--- config.mk ---
export PLATFORM = sky130hd
export DESIGN_NAME = gcb_fields
export DESIGN_NICKNAME = d
export VERILOG_FILES = /design/src/rtl/gcb_pkg.sv /design/src/rtl/gcb_fields.sv
export SDC_FILE = /design/constraint.sdc
export NUM_CORES = 1
export LEC_CHECK = 0
export BUFFER_PORTS_ARGS = -buffer_cell sky130_fd_sc_hd__buf_4
export CAP_MARGIN = 25
export CORE_ASPECT_RATIO = 1.75
export CORE_UTILIZATION = 50
export DETAILED_ROUTE_END_ITERATION = 10
export PLACE_DENSITY = 0.79
export RECOVER_POWER = 25
export SLEW_MARGIN = 20
export SYNTH_ARGS = -nofsm -noshare
export SYNTH_HDL_FRONTEND = slang
export SYNTH_SLANG_ARGS = --single-unit
export TNS_END_PERCENT = 30
--- constraint.sdc ---
create_clock -name pclk -period 2.15 [get_ports pclk]
set_clock_uncertainty 0.1 [all_clocks]
set_input_delay 0.215 -clock pclk [delete_from_list [all_inputs] [get_ports pclk]]
set_output_delay 0.215 -clock pclk [all_outputs]
set_load 0.02 [all_outputs]
--- src/rtl/gcb_pkg.sv ---
// Package: register map, field positions and carrier types of the guest control block
package gcb_pkg;
    // --------------------
    // Register byte offsets (64-bit words as two 32-bit halves)
    // --------------------
    localparam logic [11:0] OFF_ASID_FLUSH = 12'h058;
    localparam logic [11:0] OFF_VIRQ_CTRL = 12'h060;
    localparam logic [11:0] OFF_GUEST_IRQ_STATE = 12'h068;
    localparam logic [11:0] OFF_EXIT_REASON = 12'h070;
    localparam logic [11:0] OFF_EXIT_INFO_TWO = 12'h080;
    localparam logic [11:0] OFF_EXIT_EVENT_INFO = 12'h088;
    localparam logic [11:0] OFF_FEATURE_ENABLES = 12'h090;
    localparam logic [11:0] OFF_SEQ_CTRL = 12'h100;
    localparam logic [11:0] OFF_SEQ_STATUS = 12'h104;
    // --------------------
    // Field positions
    // --------------------
    localparam int FLUSH_LSB = 32;
    localparam int VPRIO_LSB = 0;
    localparam int VIRQ_PEND_BIT = 8;
    localparam int VIRTUAL_GLOBAL_IRQ_FLAG_BIT = 9;
    localparam int IPRIO_LSB = 16;
    localparam int BYPASS_BIT = 20;
    localparam int VMASK_BIT = 24;
    localparam int VIRTUAL_GLOBAL_IRQ_FLAG_EN_BIT = 25;
    localparam int ACCEL_BIT = 31;
    localparam int IVEC_LSB = 32;
    localparam int SHADOW_BIT = 0;
    localparam int GIF_MASK_BIT = 1;
    localparam int NPG_BIT = 0;
    localparam int ENC_BIT = 1;
    localparam int ENC_STATE_BIT = 2;
    localparam int XTRAP_BIT = 3;
    localparam int SSTACK_BIT = 4;
    // --------------------
    // Writable masks; reserved bits read zero
    // --------------------
    localparam logic [63:0] MASK_ASID_FLUSH = 64'h0000_00ff_ffff_ffff;
    localparam logic [63:0] MASK_VIRQ_CTRL = 64'h0000_00ff_831f_030f;
    localparam logic [63:0] MASK_GUEST_IRQ = 64'h0000_0000_0000_0003;
    localparam logic [63:0] MASK_FEATURES = 64'h0000_0000_0000_001f;
    localparam logic [63:0] RESET_WORD = 64'h0;
    // --------------------
    // Flush command encodings
    // --------------------
    localparam logic [7:0] FLUSH_NONE = 8'h00;
    localparam logic [7:0] FLUSH_ALL = 8'h01;
    localparam logic [7:0] FLUSH_GUEST = 8'h03;
    localparam logic [7:0] FLUSH_GUEST_LOCAL = 8'h07;

    typedef enum logic [1:0] {
        GCB_FL_NONE,
        GCB_FL_ALL,
        GCB_FL_GUEST,
        GCB_FL_LOCAL
    } gcb_flush_t;

    // Injected interrupt as handed to the core on guest entry
    typedef struct packed {
        logic pending;
        logic [3:0] irq_prio;
        logic bypass;
        logic [7:0] vector;
    } gcb_inject_t;

    // State the core hands back on guest exit
    typedef struct packed {
        logic [3:0] priority_threshold;
        logic irq_pending;
        logic irq_enable_flag;
        logic irq_shadow;
        logic [63:0] reason;
        logic [63:0] info_two;
        logic [63:0] event_info;
    } gcb_exit_t;

    // Feature enables handed to the core
    typedef struct packed {
        logic nested_paging_on;
        logic mem_encrypt;
        logic state_encrypt;
        logic exec_trap;
        logic supervisor_stack_check_on;
    } gcb_feat_t;
endpackage

--- src/rtl/gcb_fields.sv ---
// Guest control block control area: APB register bank with entry/exit hooks
//
// Our own choice: the APB interface to the registers.
`timescale 1ns/1ps
// Operation
// - Command 00h no flush, 01h flush all
// - Command 03h guest flush, 07h guest non-global
// - Priority threshold bits 3:0, 7:4 zero
// - Exit writes back threshold and pending bit
// - Bit 8 set marks interrupt pending
// - Accelerated mode ignores injection fields on entry
// - Bit 9 virtual global flag, 1 unmasked
// - Bits 19:16 give injected interrupt priority
// - Bit 20 bypasses priority threshold compare
// - Bit 24 virtualizes maskable interrupt masking
// - Bit 25 enables virtual global flag
// - Bits 39:32 give injected vector
// - Offset guest_interrupt_state bit 0 interrupt shadow
// - Exit stores enable flag, entry ignores it
// - Offset guest_feature_enables bit 1 memory encryption
// - Bit 2 adds register state encryption
// - Bit 3 enables execute trap
// - Bit 4 supervisor stack check via tables
module gcb_fields #(
    parameter int ADDR_W = 12
) (
    input wire logic pclk,
    input wire logic presetn,
    input wire logic psel,
    input wire logic penable,
    input wire logic pwrite,
    input wire logic [ADDR_W-1:0] paddr,
    input wire logic [31:0] pwdata,
    input wire logic [3:0] pstrb,
    output logic [31:0] prdata,
    output logic pready,
    output logic pslverr,
    input wire logic guest_entry,
    input wire logic guest_exit,
    input wire gcb_pkg::gcb_exit_t exit_state,
    input wire logic supervisor_stack_supported,
    output logic guest_active,
    output logic flush_valid,
    output gcb_pkg::gcb_flush_t flush_kind,
    output logic [31:0] flush_asid,
    output gcb_pkg::gcb_inject_t inject,
    output logic irq_deliverable,
    output logic virtualized_irq_masking,
    output logic virtual_global_irq_flag,
    output logic guest_irq_shadow,
    output logic accelerated_virtual_irq_mode,
    output gcb_pkg::gcb_feat_t features,
    output logic config_invalid
);
    if (ADDR_W < 12) begin
        $error("ADDR_W must be at least 12");
    end

    // --------------------
    // Helpers
    // --------------------
    function automatic logic [63:0] wr_half(
        input logic [63:0] cur,
        input logic hi,
        input logic [31:0] d,
        input logic [3:0] be,
        input logic [63:0] msk
    );
        logic [63:0] r;
        r = cur;
        for (int i = 0; i < 4; i++) begin
            if (be[i]) begin
                r[(hi ? 32 : 0) + 8*i +: 8] = d[8*i +: 8];
            end
        end
        return r & msk;
    endfunction

    function automatic logic [31:0] rd_half(
        input logic [63:0] w,
        input logic hi
    );
        return hi ? w[63:32] : w[31:0];
    endfunction

    // --------------------
    // Register storage
    // --------------------
    logic [63:0] asid_flush_ff;
    logic [63:0] virq_ctrl_ff;
    logic [63:0] guest_irq_ff;
    logic [63:0] exit_reason_ff;
    logic [63:0] exit_info_two_ff;
    logic [63:0] exit_event_ff;
    logic [63:0] features_ff;
    logic guest_active_ff;
    logic flush_valid_ff;
    gcb_pkg::gcb_flush_t flush_kind_ff;
    logic [31:0] flush_asid_ff;
    gcb_pkg::gcb_inject_t inject_ff;
    logic [31:0] prdata_ff;
    logic pslverr_ff;
    logic invalid_ff;

    logic access;
    logic wr_en;
    logic hi;
    logic [ADDR_W-1:0] word_addr;
    logic hit;
    logic [31:0] nxt_rdata;
    logic entry_take;
    logic exit_take;
    logic [7:0] cmd;
    logic cmd_ok;
    logic entry_ok;
    logic [63:0] exit_virq;

    assign access = psel & penable;
    assign wr_en = access & pwrite;
    assign hi = paddr[2];
    assign word_addr = {paddr[ADDR_W-1:3], 3'b000};
    assign pready = 1'b1;
    // Entry and exit are mutually exclusive; exit wins if both arrive
    assign exit_take = guest_exit & guest_active_ff;
    assign entry_take = guest_entry & ~guest_active_ff & ~guest_exit;
    assign cmd = asid_flush_ff[gcb_pkg::FLUSH_LSB +: 8];
    assign cmd_ok = (cmd == gcb_pkg::FLUSH_NONE) |
                    (cmd == gcb_pkg::FLUSH_ALL) |
                    (cmd == gcb_pkg::FLUSH_GUEST) |
                    (cmd == gcb_pkg::FLUSH_GUEST_LOCAL);
    assign entry_ok = entry_take & cmd_ok &
        ~(features_ff[gcb_pkg::SSTACK_BIT] &
          ~supervisor_stack_supported);

    // --------------------
    // Read mux
    // --------------------
    always_comb begin
        hit = 1'b1;
        nxt_rdata = 32'h0;
        case (word_addr)
            ADDR_W'(gcb_pkg::OFF_ASID_FLUSH):
                nxt_rdata = rd_half(asid_flush_ff, hi);
            ADDR_W'(gcb_pkg::OFF_VIRQ_CTRL):
                nxt_rdata = rd_half(virq_ctrl_ff, hi);
            ADDR_W'(gcb_pkg::OFF_GUEST_IRQ_STATE):
                nxt_rdata = rd_half(guest_irq_ff, hi);
            ADDR_W'(gcb_pkg::OFF_EXIT_REASON):
                nxt_rdata = rd_half(exit_reason_ff, hi);
            ADDR_W'(gcb_pkg::OFF_EXIT_INFO_TWO):
                nxt_rdata = rd_half(exit_info_two_ff, hi);
            ADDR_W'(gcb_pkg::OFF_EXIT_EVENT_INFO):
                nxt_rdata = rd_half(exit_event_ff, hi);
            ADDR_W'(gcb_pkg::OFF_FEATURE_ENABLES):
                nxt_rdata = rd_half(features_ff, hi);
            ADDR_W'(gcb_pkg::OFF_SEQ_CTRL):
                nxt_rdata = hi ? {30'h0, invalid_ff, flush_valid_ff}
                               : {31'h0, guest_active_ff};
            default: begin
                hit = 1'b0;
            end
        endcase
    end

    always_ff @(posedge pclk or negedge presetn) begin
        if (!presetn) begin
            prdata_ff <= 32'h0;
            pslverr_ff <= 1'b0;
        end else if (psel & ~penable) begin
            prdata_ff <= pwrite ? 32'h0 : nxt_rdata;
            pslverr_ff <= ~hit;
        end
    end
    // Data is captured in setup so the access phase completes at once
    assign prdata = prdata_ff;
    assign pslverr = access & pslverr_ff;

    // --------------------
    // Software-written control words
    // --------------------
    always_ff @(posedge pclk or negedge presetn) begin
        if (!presetn) begin
            asid_flush_ff <= gcb_pkg::RESET_WORD;
            features_ff <= gcb_pkg::RESET_WORD;
        end else if (wr_en) begin
            if (word_addr == ADDR_W'(gcb_pkg::OFF_ASID_FLUSH)) begin
                asid_flush_ff <= wr_half(asid_flush_ff, hi, pwdata,
                    pstrb, gcb_pkg::MASK_ASID_FLUSH);
            end
            if (word_addr == ADDR_W'(gcb_pkg::OFF_FEATURE_ENABLES)) begin
                features_ff <= wr_half(features_ff, hi, pwdata,
                    pstrb, gcb_pkg::MASK_FEATURES);
            end
        end
    end

    // Threshold and pending bit are refreshed on exit
    always_comb begin
        exit_virq = virq_ctrl_ff;
        exit_virq[gcb_pkg::VPRIO_LSB +: 4] =
            exit_state.priority_threshold;
        exit_virq[gcb_pkg::VIRQ_PEND_BIT] = exit_state.irq_pending;
    end

    always_ff @(posedge pclk or negedge presetn) begin
        if (!presetn) begin
            virq_ctrl_ff <= gcb_pkg::RESET_WORD;
        end else if (exit_take) begin
            virq_ctrl_ff <= exit_virq & gcb_pkg::MASK_VIRQ_CTRL;
        end else if (wr_en &&
                     word_addr == ADDR_W'(gcb_pkg::OFF_VIRQ_CTRL)) begin
            // Upper nibble of threshold masked off
            virq_ctrl_ff <= wr_half(virq_ctrl_ff, hi, pwdata, pstrb,
                gcb_pkg::MASK_VIRQ_CTRL);
        end
    end

    always_ff @(posedge pclk or negedge presetn) begin
        if (!presetn) begin
            guest_irq_ff <= gcb_pkg::RESET_WORD;
        end else if (exit_take) begin
            guest_irq_ff <= {62'h0, exit_state.irq_enable_flag,
                             exit_state.irq_shadow};
        end else if (wr_en &&
                     word_addr == ADDR_W'(gcb_pkg::OFF_GUEST_IRQ_STATE)) begin
            guest_irq_ff <= wr_half(guest_irq_ff, hi, pwdata, pstrb,
                gcb_pkg::MASK_GUEST_IRQ);
        end
    end

    // Exit words: hardware load beats a same-cycle software write
    always_ff @(posedge pclk or negedge presetn) begin
        if (!presetn) begin
            exit_reason_ff <= gcb_pkg::RESET_WORD;
            exit_info_two_ff <= gcb_pkg::RESET_WORD;
            exit_event_ff <= gcb_pkg::RESET_WORD;
        end else if (exit_take) begin
            exit_reason_ff <= exit_state.reason;
            exit_info_two_ff <= exit_state.info_two;
            exit_event_ff <= exit_state.event_info;
        end else if (wr_en) begin
            if (word_addr == ADDR_W'(gcb_pkg::OFF_EXIT_REASON)) begin
                exit_reason_ff <= wr_half(exit_reason_ff, hi, pwdata,
                    pstrb, '1);
            end
            if (word_addr == ADDR_W'(gcb_pkg::OFF_EXIT_INFO_TWO)) begin
                exit_info_two_ff <= wr_half(exit_info_two_ff, hi, pwdata,
                    pstrb, '1);
            end
            if (word_addr == ADDR_W'(gcb_pkg::OFF_EXIT_EVENT_INFO)) begin
                exit_event_ff <= wr_half(exit_event_ff, hi, pwdata,
                    pstrb, '1);
            end
        end
    end

    // --------------------
    // Guest entry: flush command and injection latch
    // --------------------
    always_ff @(posedge pclk or negedge presetn) begin
        if (!presetn) begin
            guest_active_ff <= 1'b0;
        end else if (exit_take) begin
            guest_active_ff <= 1'b0;
        end else if (entry_ok) begin
            guest_active_ff <= 1'b1;
        end
    end

    // Reserved command or stack check without support blocks entry
    always_ff @(posedge pclk or negedge presetn) begin
        if (!presetn) begin
            invalid_ff <= 1'b0;
        end else if (entry_take) begin
            invalid_ff <= ~cmd_ok | (features_ff[gcb_pkg::SSTACK_BIT] &
                          ~supervisor_stack_supported);
        end
    end

    always_ff @(posedge pclk or negedge presetn) begin
        if (!presetn) begin
            flush_valid_ff <= 1'b0;
            flush_kind_ff <= gcb_pkg::GCB_FL_NONE;
            flush_asid_ff <= 32'h0;
        end else begin
            flush_valid_ff <= 1'b0;
            if (entry_ok) begin
                flush_asid_ff <= asid_flush_ff[31:0];
                case (cmd)
                    gcb_pkg::FLUSH_ALL: begin
                        flush_valid_ff <= 1'b1;
                        flush_kind_ff <= gcb_pkg::GCB_FL_ALL;
                    end
                    gcb_pkg::FLUSH_GUEST: begin
                        flush_valid_ff <= 1'b1;
                        flush_kind_ff <= gcb_pkg::GCB_FL_GUEST;
                    end
                    gcb_pkg::FLUSH_GUEST_LOCAL: begin
                        flush_valid_ff <= 1'b1;
                        flush_kind_ff <= gcb_pkg::GCB_FL_LOCAL;
                    end
                    default: begin
                        flush_kind_ff <= gcb_pkg::GCB_FL_NONE;
                    end
                endcase
            end
        end
    end

    always_ff @(posedge pclk or negedge presetn) begin
        if (!presetn) begin
            inject_ff <= '0;
        end else if (entry_ok) begin
            if (virq_ctrl_ff[gcb_pkg::ACCEL_BIT]) begin
                inject_ff <= '0;
            end else begin
                inject_ff.pending <=
                    virq_ctrl_ff[gcb_pkg::VIRQ_PEND_BIT];
                inject_ff.irq_prio <=
                    virq_ctrl_ff[gcb_pkg::IPRIO_LSB +: 4];
                inject_ff.bypass <=
                    virq_ctrl_ff[gcb_pkg::BYPASS_BIT];
                inject_ff.vector <=
                    virq_ctrl_ff[gcb_pkg::IVEC_LSB +: 8];
            end
        end
    end

    // --------------------
    // Outputs to the core
    // --------------------
    assign guest_active = guest_active_ff;
    assign flush_valid = flush_valid_ff;
    assign flush_kind = flush_kind_ff;
    assign flush_asid = flush_asid_ff;
    assign inject = inject_ff;
    // Deliverable when pending, unmasked by the virtual flag, above threshold or bypassed
    assign irq_deliverable = guest_active_ff & inject_ff.pending &
        (~virq_ctrl_ff[gcb_pkg::VIRTUAL_GLOBAL_IRQ_FLAG_EN_BIT] |
         virq_ctrl_ff[gcb_pkg::VIRTUAL_GLOBAL_IRQ_FLAG_BIT]) &
        (inject_ff.bypass | (inject_ff.irq_prio >
         virq_ctrl_ff[gcb_pkg::VPRIO_LSB +: 4]));
    assign virtualized_irq_masking =
        virq_ctrl_ff[gcb_pkg::VMASK_BIT];
    assign virtual_global_irq_flag = virq_ctrl_ff[gcb_pkg::VIRTUAL_GLOBAL_IRQ_FLAG_BIT] &
        virq_ctrl_ff[gcb_pkg::VIRTUAL_GLOBAL_IRQ_FLAG_EN_BIT];
    assign guest_irq_shadow = guest_irq_ff[gcb_pkg::SHADOW_BIT];
    assign accelerated_virtual_irq_mode = virq_ctrl_ff[gcb_pkg::ACCEL_BIT];
    assign features.nested_paging_on = features_ff[gcb_pkg::NPG_BIT];
    assign features.mem_encrypt = features_ff[gcb_pkg::ENC_BIT];
    assign features.state_encrypt = features_ff[gcb_pkg::ENC_BIT] &
        features_ff[gcb_pkg::ENC_STATE_BIT];
    assign features.exec_trap = features_ff[gcb_pkg::XTRAP_BIT];
    assign features.supervisor_stack_check_on =
        features_ff[gcb_pkg::SSTACK_BIT];
    assign config_invalid = invalid_ff;
endmodule

==> results.json <==
{
  "holdPathStages": 3,
  "row_count": 89,
  "postSynthCellCount": 1652,
  "grt_usage": 0.416,
  "dominant_combinational_cell_family_by_area_after_synthesis": "compound AO/OA/AOI/OAI gates",
  "crit-reg2reg-capture": "exit_info_two_ff[16]",
  "path_cells": "ha_4 > nor2b_4 > o21a_1 > o21a_1 > o21ai_2 > a21oi_2 > buf_6",
  "r2r_start": "guest_active",
  "post_synth_xor_area_fraction": 0.000514,
  "clock_tree.root_cell": "sky130_fd_sc_hd__clkbuf_16",
  "synth_top_cell_by_area": "sky130_fd_sc_hd__dfrtp_1",
  "ant_nets": 0,
  "place_congestion": 0.982,
  "critPathBufInv": 1,
  "ff_latch_area_um2": 8630,
  "initial_core_util": 0.507,
  "crit_path_start_kind": "flip-flop",
  "avgRoutedWirePerCell_um": 25.6,
  "postSynthAreaPerCell_um2": 10.3,
  "part_of_the_yosys_area_used_for_sequential_elements": 0.506,
  "yosys-top-cells-area": "sky130_fd_sc_hd__dfrtp_1 (51%), sky130_fd_sc_hd__mux2i_1 (8.5%), sky130_fd_sc_hd__mux2_2 (7.0%)",
  "die_h_um": 246,
  "tritoncts_clock_tree": "yes",
  "setup_repair_after_global_routing_missed_its_margin": "yes",
  "largest_net_degree_at_the_start_of_global_routing": 93,
  "holdCritPathClass": "in2reg",
  "leakage_nw": 10.9,
  "cts_buffer_depth": 3,
  "grt_first_pass_wirelength_um": 107000,
  "timing.final.max_slew_violations": 0,
  "timing.fmax_mhz": 430,
  "adder_and_majority_gate_portion_of_the_synthesized_area": 0.00293,
  "netlist.area_leader.share": 0.506,
  "postSynth.topFlopCell": "sky130_fd_sc_hd__dfrtp_1",
  "synthSimpleGateAreaFrac": 0.115,
  "worst_ep_arrival_time_ps": 2010,
  "grt-ovfl-total": 0,
  "drive_gt1_frac": 0.299,
  "yosysWarnings": 0,
  "synth-compound-area-share": 0.176,
  "setup_viol": 1,
  "synth_edf_count": 0,
  "violations": "negative setup slack",
  "num-nets-final": 2554,
  "cts-buffers-inserted": 34,
  "required_time_of_the_critical_path_ps": 1840,
  "first_global_vias": 18700,
  "layout_setup_ws_ps": -175,
  "max_cap_viol_count": 0,
  "timing.final.crit_period_ps": 2320,
  "finalHoldViolations": 0,
  "floorplan.io_pins": 350,
  "drt_iter0_markers": 1764,
  "htreeDepth": 2,
  "power.ir.vdd_worst_mv": 0.619,
  "antenna_violations_before_repair": 7,
  "cp_num_cells": 7,
  "cp_slowest_stage_delay_ps": 420,
  "cellPowerDensity_nw_per_um2": 738,
  "detail_route.drc_violations": 0,
  "reg2reg_setup_slack_ps": 50,
  "design.die.area_um2": 34900,
  "r2r_cells": 5,
  "worstMarginPinSlew_ps": 1220,
  "number_of_port_buffers": 346,
  "synth-seq-cells": 345,
  "post_synth_num_cell_types": 60,
  "post_synth_instance_area_um2": 17100,
  "num_vias": 17400,
  "cts.clk_slew.worst_paths_ps": 60,
  "utilization": 0.742,
  "synth.mux.area_fraction": 0.168,
  "relSlewSlack": 0.185,
  "end_kind": "primary output",
  "area_growth_pct": 46.4,
  "vias_per_cell": 6.25,
  "drt_first_pass_iters": 10,
  "synth.most_common_cell": "sky130_fd_sc_hd__dfrtp_1",
  "floorplan.core_area_um2": 33600,
  "status": "complete, but fails checks",
  "num-fill-cells": 2168,
  "cts_num_sinks": 345,
  "area_of_combinational_cells_with_multiple_inputs_um2": 8060,
  "path_class": "reg2out",
  "place_ws_ps": -214,
  "hold_path_startpoint": "exit_state[41]",
  "critPathSlowestCell": "sky130_fd_sc_hd__dfrtp_1",
  "detailedPlacementHpwl_um": 44100,
  "synth_net_count": 1911,
  "timing.critical_path.max_delay_family": "compound AO/OA/AOI/OAI gates",
  "worstPathMaxFanout": 2,
  "postRouteWirelength_um": 71200,
  "chipWidth_um": 142,
  "path_common_cell": "sky130_fd_sc_hd__o21a_1",
  "min_delay_worst_endpoint": "exit_event_ff[41]",
  "final_period_util": 1.08,
  "postSynth.asyncResetShare": 1.00,
  "critPathLaunch": "inject[10]",
  "final.setup.tns_ps": -175,
  "clkLatencyLatePin_ps": 530,
  "yosys-top-cells-count": "sky130_fd_sc_hd__dfrtp_1 (345), sky130_fd_sc_hd__nor2_1 (182), sky130_fd_sc_hd__a21oi_1 (160), sky130_fd_sc_hd__mux2i_1 (144), sky130_fd_sc_hd__nand2_1 (121)"
}
-- sequential cells by signal, indices dropped and copies added, names as in the netlist --
name / cells
features_ff: 5
config_invalid: 1
exit_event_ff: 64
flush_kind: 2
inject: 14
flush_asid: 32
exit_reason_ff: 64
guest_irq_ff: 2
guest_active: 1
asid_flush_ff: 40
prdata: 32
flush_valid: 1
pslverr_ff: 1
exit_info_two_ff: 64
virq_ctrl_ff: 22
-- power by group --
| group | leakage (nW) | switching, mW | internal, mW |
|---|---|---|---|
| clock network | 0.582 | 2.66 | 3.70 |
| logic | 5.98 | 2.04 | 1.89 |
| registers | 4.34 | 0.650 | 7.48 |
-- cells by family after synthesis --
family                   count (synthesis)
AND/OR/NAND/NOR                        428
buffers and inverters                  132
flip-flops                             345
XOR/XNOR                                 1
other                                    1
AO/OA/AOI/OAI                          481
adder cells (fa/ha/maj)                  4
multiplexers                           260
-- per-stage QoR --
stage / instance area (um2) / power, mW / cells / hold slack (ps)
finish: 25000 / 18.4 / 2785 / 21.9
global route: 25000 / 19.1 / 2782 / 19.1
CTS: 24900 / 18.1 / 2775 / 7.93
detailed placement: 21000 / 11.2 / 2450 / 46.8
global placement: 21000 / 11.0 / 2450 / 40.9
floorplan: 17100 / 9.76 / 1652 / -181
-- worst max path at each step --
stage                                   to  slack (ps)
final                      irq_deliverable        -170
after global routing       irq_deliverable        -230
after CTS                  irq_deliverable        -240
after detailed placement   virq_ctrl_ff[2]        -210
after global placement     virq_ctrl_ff[2]        -180
after floorplan           virq_ctrl_ff[32]         -90
-- cell usage in the layout, fill, tap and decap left out, drive strengths merged, types with 6 or more instances in the layout --
master,netlist,layout
nand2b,30,30
a21oi,160,160
a221oi,6,6
clkinv,0,13
nand2,121,121
clkbuf,80,42
diode,0,10
nor2,194,194
inv,9,10
mux2,106,106
dfrtp,345,345
nand4,8,8
mux4,10,10
nand3,12,12
mux2i,144,144
a32oi,14,14
buf,43,465
o21ai,122,122
a22o,21,21
a222oi,12,12
and2,6,7
nor3,18,18
o211ai,6,6
nor2b,7,7
dlygate4sd3,0,262
nor4,8,8
a22oi,110,110
-- layout make-up --
cell class,count,share of cell area
repair buffers,729,0.259
inverters,9,0.00135
diodes,10,0.00100
flip-flops and latches,345,0.346
well taps,455,0.0228
clock buffers,40,0.0370
multi-input cells,1176,0.323
clock inverters,21,0.00987
-- what timing repair did --
action,CTS,global route
pin swaps,2,2
endpoints found under the hold margin,598,0
setup buffers,1,0
resized for setup,4,23
gates cloned,0,1
hold buffers,263,0
setup endpoints to repair,1,47
-- tightest hold or removal path, cell delays in order --
cell and delay, ps:
sky130_fd_sc_hd__buf_4 80, sky130_fd_sc_hd__a22oi_2 130, sky130_fd_sc_hd__a21oi_1 180
-- routing by layer --
| metal | share of wire | track usage |
|---|---|---|
| met5 | 0 | 0 |
| met4 | 0.099 | 0.362 |
| met1 | 0.32 | 0.444 |
| met3 | 0.081 | 0.0838 |
| met2 | 0.50 | 0.698 |
Power figures use the tool's default switching activity.
